===== config.mk =====
export PLATFORM = sky130hd
export DESIGN_NAME = eil_latch
export DESIGN_NICKNAME = d
export VERILOG_FILES = /design/src/core/eil_pkg.sv /design/src/core/eil_pin_if.sv /design/src/core/eil_latch.sv /design/src/core/eil_pin_sync.sv
export VERILOG_INCLUDE_DIRS = /design/src /design/src/core
export SDC_FILE = /design/constraint.sdc
export NUM_CORES = 1
export LEC_CHECK = 0
export ABC_AREA = 1
export BUFFER_PORTS_ARGS = -buffer_cell sky130_fd_sc_hd__buf_2
export CORE_MARGIN = 3
export CORE_UTILIZATION = 39
export DETAILED_ROUTE_END_ITERATION = 8
export HOLD_SLACK_MARGIN = 0.12
export PLACE_DENSITY = 0.86
export SKIP_CTS_REPAIR_TIMING = 1
export SLEW_MARGIN = 10
export SYNTH_ARGS = -nofsm -noshare
export SYNTH_HDL_FRONTEND = slang
export SYNTH_HIERARCHICAL = 1
export SYNTH_SLANG_ARGS = --single-unit

===== constraint.sdc =====
create_clock -name core_clk -period 1 [get_ports core_clk]
set_input_delay 0.2 -clock core_clk [delete_from_list [all_inputs] [get_ports core_clk]]
set_output_delay 0.2 -clock core_clk [all_outputs]
set_load 0.01 [all_outputs]

===== src/core/eil_regs.svh =====
// Purpose: Offsets, field positions, reset values and vector addresses of the interrupt latch
// Assumes: Eight-bit register port, one word per register
// Notes:   Offsets are local choices
`ifndef EIL_REGS_SVH
`define EIL_REGS_SVH

`define EIL_ADDR_W          4
`define EIL_OFF_CTRL        4'h0
`define EIL_OFF_BRK         4'h1
`define EIL_OFF_EVT         4'h2
`define EIL_OFF_EMASK       4'h3

// Status and control fields
`define EIL_BIT_MODE        0
`define EIL_BIT_MASK        1
`define EIL_BIT_ACK         2
`define EIL_BIT_PEND        3
`define EIL_BIT_PIN         4

// Break control field
`define EIL_BIT_BREAK_CLEAR_ENABLE        0

// Event status fields
`define EIL_EVT_EDGE        0
`define EIL_EVT_VEC         1
`define EIL_EVT_W           2

`define EIL_CTRL_RST        8'h00
`define EIL_BRK_RST         8'h00
`define EIL_VEC_HI          16'hFFFA
`define EIL_VEC_LO          16'hFFFB

`endif


===== src/core/eil_pkg.sv =====
// Purpose: Types shared by the interrupt latch files
// Assumes: Constants live in eil_regs.svh
// Notes:   Sensitivity mode encoding follows the control bit
package eil_pkg;

    typedef enum logic
    {
        EIL_EDGE_ONLY  = 1'b0,
        EIL_EDGE_LEVEL = 1'b1
    } eil_mode_t;

endpackage : eil_pkg


===== src/core/eil_pin_if.sv =====
// Purpose: Carries synchronised pin level and falling edge between modules
// Assumes: Single clock domain
// Notes:   Producer is the synchroniser, consumer the latch logic
`timescale 1ns/10ps

interface eil_pin_if;
    logic level;
    logic fall;

    modport src
    (
        output level,
        output fall
    );

    modport dst
    (
        input  level,
        input  fall
    );
endinterface : eil_pin_if


===== src/core/eil_latch.sv =====
// Purpose: External interrupt request latch with mask, mode and acknowledge
// Assumes: Register port strobes are one cycle and never overlap
// Notes:   Pin level reaches latch logic two cycles late through the synchroniser
//
// The address map and the plain strobed port are this design's own decisions.
`timescale 1ns/10ps
`include "eil_regs.svh"

// What this block does
// - Falling edge on the pin sets the request latch in either mode.
// - Vector fetch acknowledge clears the request latch.
// - Writing one to acknowledge clears the latch; acknowledge reads zero.
// - Reset clears latch, acknowledge, mask and mode.
// - Mask set withholds the request from priority logic.
// - Mode bit: one edge plus level, zero edge only; read and write.
// - Edge-plus-level clears only after acknowledge and pin high, any order.
// - Edge-plus-level keeps request pending while the pin stays low.
// - Edge-only acknowledge clears the latch at once, whatever the pin.
// - A falling edge after a software acknowledge latches a new request.
// - Unmasked request taken makes the processor fetch the fixed vector pair.
// - Pending flag reads the request, independent of the mask.
// - In break with clear-enable zero, software acknowledge does nothing.
// - Clear-enable one lets break acknowledge clear; stays cleared afterwards.
// - Pin level is offered to the branch-on-pin instructions.
module eil_latch
    import eil_pkg::*;
(
    input  wire logic                   core_clk,
    input  wire logic                   srst,
    input  wire logic                   irq_pin_n,
    input  wire logic                   vec_fetch,
    input  wire logic                   break_state,
    input  wire logic [`EIL_ADDR_W-1:0] reg_addr,
    input  wire logic [7:0]             reg_wdata,
    input  wire logic                   reg_wr,
    input  wire logic                   reg_rd,
    output logic      [7:0]             reg_rdata,
    output logic                        cpu_irq_req,
    output logic      [15:0]            vec_addr,
    output logic                        branch_pin_high,
    output logic                        branch_pin_low,
    output logic                        irq_out
);
    eil_pin_if pin ();

    logic                 latch_q;
    logic                 ack_seen_q;
    logic                 mask_q;
    eil_mode_t            mode_q;
    logic                 break_clear_enable_q;
    logic [`EIL_EVT_W-1:0] evt_q;
    logic [`EIL_EVT_W-1:0] emask_q;
    logic [7:0]           rdata_q;
    logic                 wr_ctrl;
    logic                 sw_ack;
    logic                 ack_any;
    logic                 pending;
    logic                 vec_taken;

    eil_pin_sync u_sync
    (
        .core_clk  (core_clk),
        .srst      (srst),
        .irq_pin_n (irq_pin_n),
        .pin       (pin)
    );

    // Decode of software acknowledge, gated in break state
    assign wr_ctrl = reg_wr && (reg_addr == `EIL_OFF_CTRL);
    assign sw_ack  = wr_ctrl && reg_wdata[`EIL_BIT_ACK]
                     && (!break_state || break_clear_enable_q);
    assign ack_any = sw_ack || vec_taken;

    // Vector fetch only counts when this unit's request is presented
    assign vec_taken = vec_fetch && cpu_irq_req;

    // Request latch; a new edge wins over a clear in the same cycle
    always_ff @(posedge core_clk)
    begin
        if (srst)
            latch_q <= 1'b0;
        else if (pin.fall)
            latch_q <= 1'b1;
        else if (ack_any && mode_q == EIL_EDGE_ONLY)
            latch_q <= 1'b0;
        else if (mode_q == EIL_EDGE_LEVEL && (ack_any || ack_seen_q) && pin.level)
            latch_q <= 1'b0;
    end

    // Remembers an acknowledge that came while the pin was still low
    always_ff @(posedge core_clk)
    begin
        if (srst)
            ack_seen_q <= 1'b0;
        else if (pin.fall || !latch_q)
            ack_seen_q <= 1'b0;
        else if (ack_any)
            ack_seen_q <= 1'b1;
    end

    // In level mode a low pin holds the request on, even after acknowledge
    assign pending = latch_q
                     || (mode_q == EIL_EDGE_LEVEL && !pin.level);

    assign cpu_irq_req = pending && !mask_q;

    // Fixed vector pair; the low-address location is the high byte
    assign vec_addr = vec_fetch ? `EIL_VEC_HI : `EIL_VEC_LO;

    // Pin level for branch instructions
    assign branch_pin_high = pin.level;
    assign branch_pin_low  = !pin.level;

    // Mask and mode; acknowledge is not stored so it always reads zero
    always_ff @(posedge core_clk)
    begin
        if (srst)
        begin
            mask_q <= 1'(`EIL_CTRL_RST >> `EIL_BIT_MASK);
            mode_q <= EIL_EDGE_ONLY;
        end
        else if (wr_ctrl)
        begin
            mask_q <= reg_wdata[`EIL_BIT_MASK];
            mode_q <= eil_mode_t'(reg_wdata[`EIL_BIT_MODE]);
        end
    end

    // Break clear-enable, zero by default
    always_ff @(posedge core_clk)
    begin
        if (srst)
            break_clear_enable_q <= 1'(`EIL_BRK_RST >> `EIL_BIT_BREAK_CLEAR_ENABLE);
        else if (reg_wr && reg_addr == `EIL_OFF_BRK)
            break_clear_enable_q <= reg_wdata[`EIL_BIT_BREAK_CLEAR_ENABLE];
    end

    // Sticky events: set wins over write-one-to-clear
    always_ff @(posedge core_clk)
    begin
        if (srst)
            evt_q <= 2'h0;
        else
        begin
            for (int i = 0; i < `EIL_EVT_W; i++)
            begin
                if ((i == `EIL_EVT_EDGE && pin.fall) || (i == `EIL_EVT_VEC && vec_taken))
                    evt_q[i] <= 1'b1;
                else if (reg_wr && reg_addr == `EIL_OFF_EVT && reg_wdata[i])
                    evt_q[i] <= 1'b0;
            end
        end
    end

    // Event mask register, one enables the event onto irq_out
    always_ff @(posedge core_clk)
    begin
        if (srst)
            emask_q <= 2'h0;
        else if (reg_wr && reg_addr == `EIL_OFF_EMASK)
            emask_q <= reg_wdata[`EIL_EVT_W-1:0];
    end

    assign irq_out = |(evt_q & emask_q);

    // Read data one cycle after the strobe, zero when idle or unmapped
    always_ff @(posedge core_clk)
    begin
        if (srst || !reg_rd)
            rdata_q <= 8'h00;
        else
        begin
            case (reg_addr)
                `EIL_OFF_CTRL:
                    rdata_q <= {3'h0, pin.level, pending, 1'b0, mask_q, mode_q};
                `EIL_OFF_BRK:
                    rdata_q <= {7'h00, break_clear_enable_q};
                `EIL_OFF_EVT:
                    rdata_q <= {6'h00, evt_q};
                `EIL_OFF_EMASK:
                    rdata_q <= {6'h00, emask_q};
                default:
                    rdata_q <= 8'h00;
            endcase
        end
    end

    assign reg_rdata = rdata_q;
endmodule : eil_latch


===== src/core/eil_pin_sync.sv =====
// Purpose: Two-stage synchroniser and falling-edge detector for the request pin
// Assumes: Pin is asynchronous to core_clk
// Notes:   First stage is read only by the second stage
`timescale 1ns/10ps

module eil_pin_sync
(
    input  wire logic core_clk,
    input  wire logic srst,
    input  wire logic irq_pin_n,
    eil_pin_if.src    pin
);
    logic s1_q;
    logic s2_q;
    logic s3_q;

    // Reset to high: idle pin is pulled up, so no false edge after reset
    always_ff @(posedge core_clk)
    begin
        if (srst)
        begin
            s1_q <= 1'b1;
            s2_q <= 1'b1;
            s3_q <= 1'b1;
        end
        else
        begin
            s1_q <= irq_pin_n;
            s2_q <= s1_q;
            s3_q <= s2_q;
        end
    end

    // Edge from two synchronised samples
    assign pin.level = s2_q;
    assign pin.fall  = s3_q & ~s2_q;
endmodule : eil_pin_sync


==> results.sh <==
export IMPL_clockBufferDepth=2
export IMPL_vias=739
export IMPL_grtUsageTotal=0.119
export IMPL_period_minus_slack_ps=1240
export IMPL_synth_xor_area_share=0
export IMPL_synth_ff_latch_count=16
export IMPL_areaGrowthSynthToFinish_pct=22.2
export IMPL_row_count=16
export IMPL_period_share=1.24
export IMPL_drt_wirelength_per_cell_um=9.48
export IMPL_rsz0062_at_grt="true"
export IMPL_core_mm2=0.00202
export IMPL_synth_compound_area_share=0.113
export IMPL_powerDensity_mw_per_mm2=1210
export IMPL_violations="negative setup slack"
export IMPL_worstPathMaxFanout=2
export IMPL_yosysTopAreaCellShare=0.372
export IMPL_endpoint_kind="output pin"
export IMPL_root_buffer="clkbuf_4"
export IMPL_cts_tree="yes"
export IMPL_utilization=0.520
export IMPL_final_common_cell="buf_2"
export IMPL_fin_skew_ps=6.01
export IMPL_dp_slack_ps=-88.6
export IMPL_arrival_ps=1040
export IMPL_yosys_top_cells_area="dfxtp_1 (37%), buf_4 (17%), inv_1 (9.2%)"
export IMPL_syn_area_um2=861
export IMPL_crit_required_ps=800
export IMPL_syn_mean_instance_area_um2=7.36
export IMPL_portBuffers=22
export IMPL_drtIter0Drc=8
export IMPL_synth_seq_area_share=0.372
export IMPL_io_pins=47
export IMPL_status="complete, but fails checks"
export IMPL_startpoint_type="register"
export IMPL_start_util=0.426
export IMPL_multiInputGateArea_um2=393
export IMPL_antenna_found_initial=0
export IMPL_grt_ovfl_total=0
export IMPL_drive_gt1_frac=0.365
export IMPL_drc=0
export IMPL_yosysTopAreaCell="dfxtp_1"
export IMPL_fmax_mhz=804
export IMPL_synthMuxAreaShare=0
export IMPL_path_class="register to output pin"
export IMPL_synthSimpleGateAreaFrac=0.244
export IMPL_detail_route_first_pass_iterations=4
export IMPL_grt_pass1_wl_um=2450
export IMPL_n_antenna_cell=0
export IMPL_synth_top_family_by_area="buffers and inverters"
export IMPL_finalWorstSetupSlack_ps=-243
export IMPL_cts_made_buffers=3
export IMPL_clk_pin_slew_worst_paths_ps=90
export IMPL_place_congestion=0.866
export IMPL_synthCells=117
export IMPL_final_antenna_net_count=0
export IMPL_holdWs_ps=133
export IMPL_synthAdderAreaFrac=0
export IMPL_cts_sinks=16
export IMPL_htreeDepth=1
export IMPL_dieArea_mm2=0.00281
export IMPL_ir_drop_mv=0.613
export IMPL_final_cell_mix="buf_2 (20), inv_1 (19), conb_1 (19)"
export IMPL_finalSetupViolations=4
export IMPL_fin_nets=168
export IMPL_die_w_um=53.0
export IMPL_leakage_nw=0.544
export IMPL_vias_per_cell=4.22
export IMPL_ys_warn_count=6
export IMPL_hold_viol_final=0
export IMPL_grt_pass1_vias=656
export IMPL_hold_path_class="primary input to register"
export IMPL_cap_violations=0
export IMPL_wl_um=1660
export IMPL_fp_dieH_um=53.0
export IMPL_slew_violations=0
export IMPL_place_hpwl_um=1340
export IMPL_synth_cell_types=21
export IMPL_fillCellCount=209
export IMPL_grt_start_max_net_pins=10
export IMPL_clock_latency_ps=290
export IMPL_ff_latch_area_um2=329
[path summary, 6_finish.rpt]
check	depth (start not counted)	from	slack [ps]	end
max	6	u_sync/pin.level	-240	cpu_irq_req
min	3	reg_rd	130	reg_rdata[1]
max reg2reg	7	break_clear_enable_q	10	latch_q
min reg2reg	2	u_sync/s1_q	410	u_sync/pin.level
[cell usage after synthesis (all sizes together)]
library cell,number
a21boi,1
nand2,21
o21ai,4
nand4,3
inv,22
a21oi,10
o211ai,1
conb,2
nor2,6
dfxtp,16
nand3,8
a22o,1
buf,19
nor3,3
[flip-flops by register name (all words and copies together) (netlist names)]
register and count:
ack_seen_q 1, break_clear_enable_q 1, emask_q 2, evt_q 2, latch_q 1, mask_q 1
mode_q 1, reg_rdata 4, u_sync/pin.level 1, u_sync/s1_q 1, u_sync/s3_q 1
[report_power, final]
| part | internal, mW | switching, mW | total [mW] |
|---|---|---|---|
| Combinational | 0.0684 | 0.114 | 0.182 |
| Clock | 0.222 | 0.206 | 0.428 |
| Sequential | 0.652 | 0.0101 | 0.662 |
[cell families after synthesis]
group / after synthesis
DFF: 16
other: 2
and+or+nand+nor: 41
buffers and inverters: 41
AOI/OAI and AO/OA: 17
[worst max-delay path, cell delays in order (launching register included)]
cell     delay, ps
dfxtp_4        350
inv_2           50
nand2_2         40
nand2_2         70
inv_2           40
nor2_1          70
buf_2          130
[layout make-up]
| type | instances | share of cell area |
|---|---|---|
| clock buffer | 4 | 0.0345 |
| sequential | 16 | 0.313 |
| timing repair buffer | 29 | 0.169 |
| tap | 27 | 0.0321 |
| multi-input combinational | 77 | 0.373 |
| inverter | 22 | 0.0785 |
[routing by layer]
layer | vias to the layer above | wire, µm | global-route usage | part of all wire
met5 | - | 0 | 0 | 0
met4 | 0 | 6 | 0.0511 | 0.0036
met3 | 2 | 138 | 0.0254 | 0.083
met2 | 30 | 868 | 0.225 | 0.52
met1 | 316 | 646 | 0.124 | 0.39
li1 | 391 | - | - | -
[per-stage QoR]
stage	TNS, ps	area (µm²)	total power [mW]	instances
global placement	-330	980	0.840	170
global route	-909	1050	1.34	175
finish	-647	1050	1.27	175
CTS	-832	1020	1.28	174
floorplan	0	933	0.823	134
detailed placement	-479	980	0.845	170
Note: power is estimated with default switching activity, not from simulation.
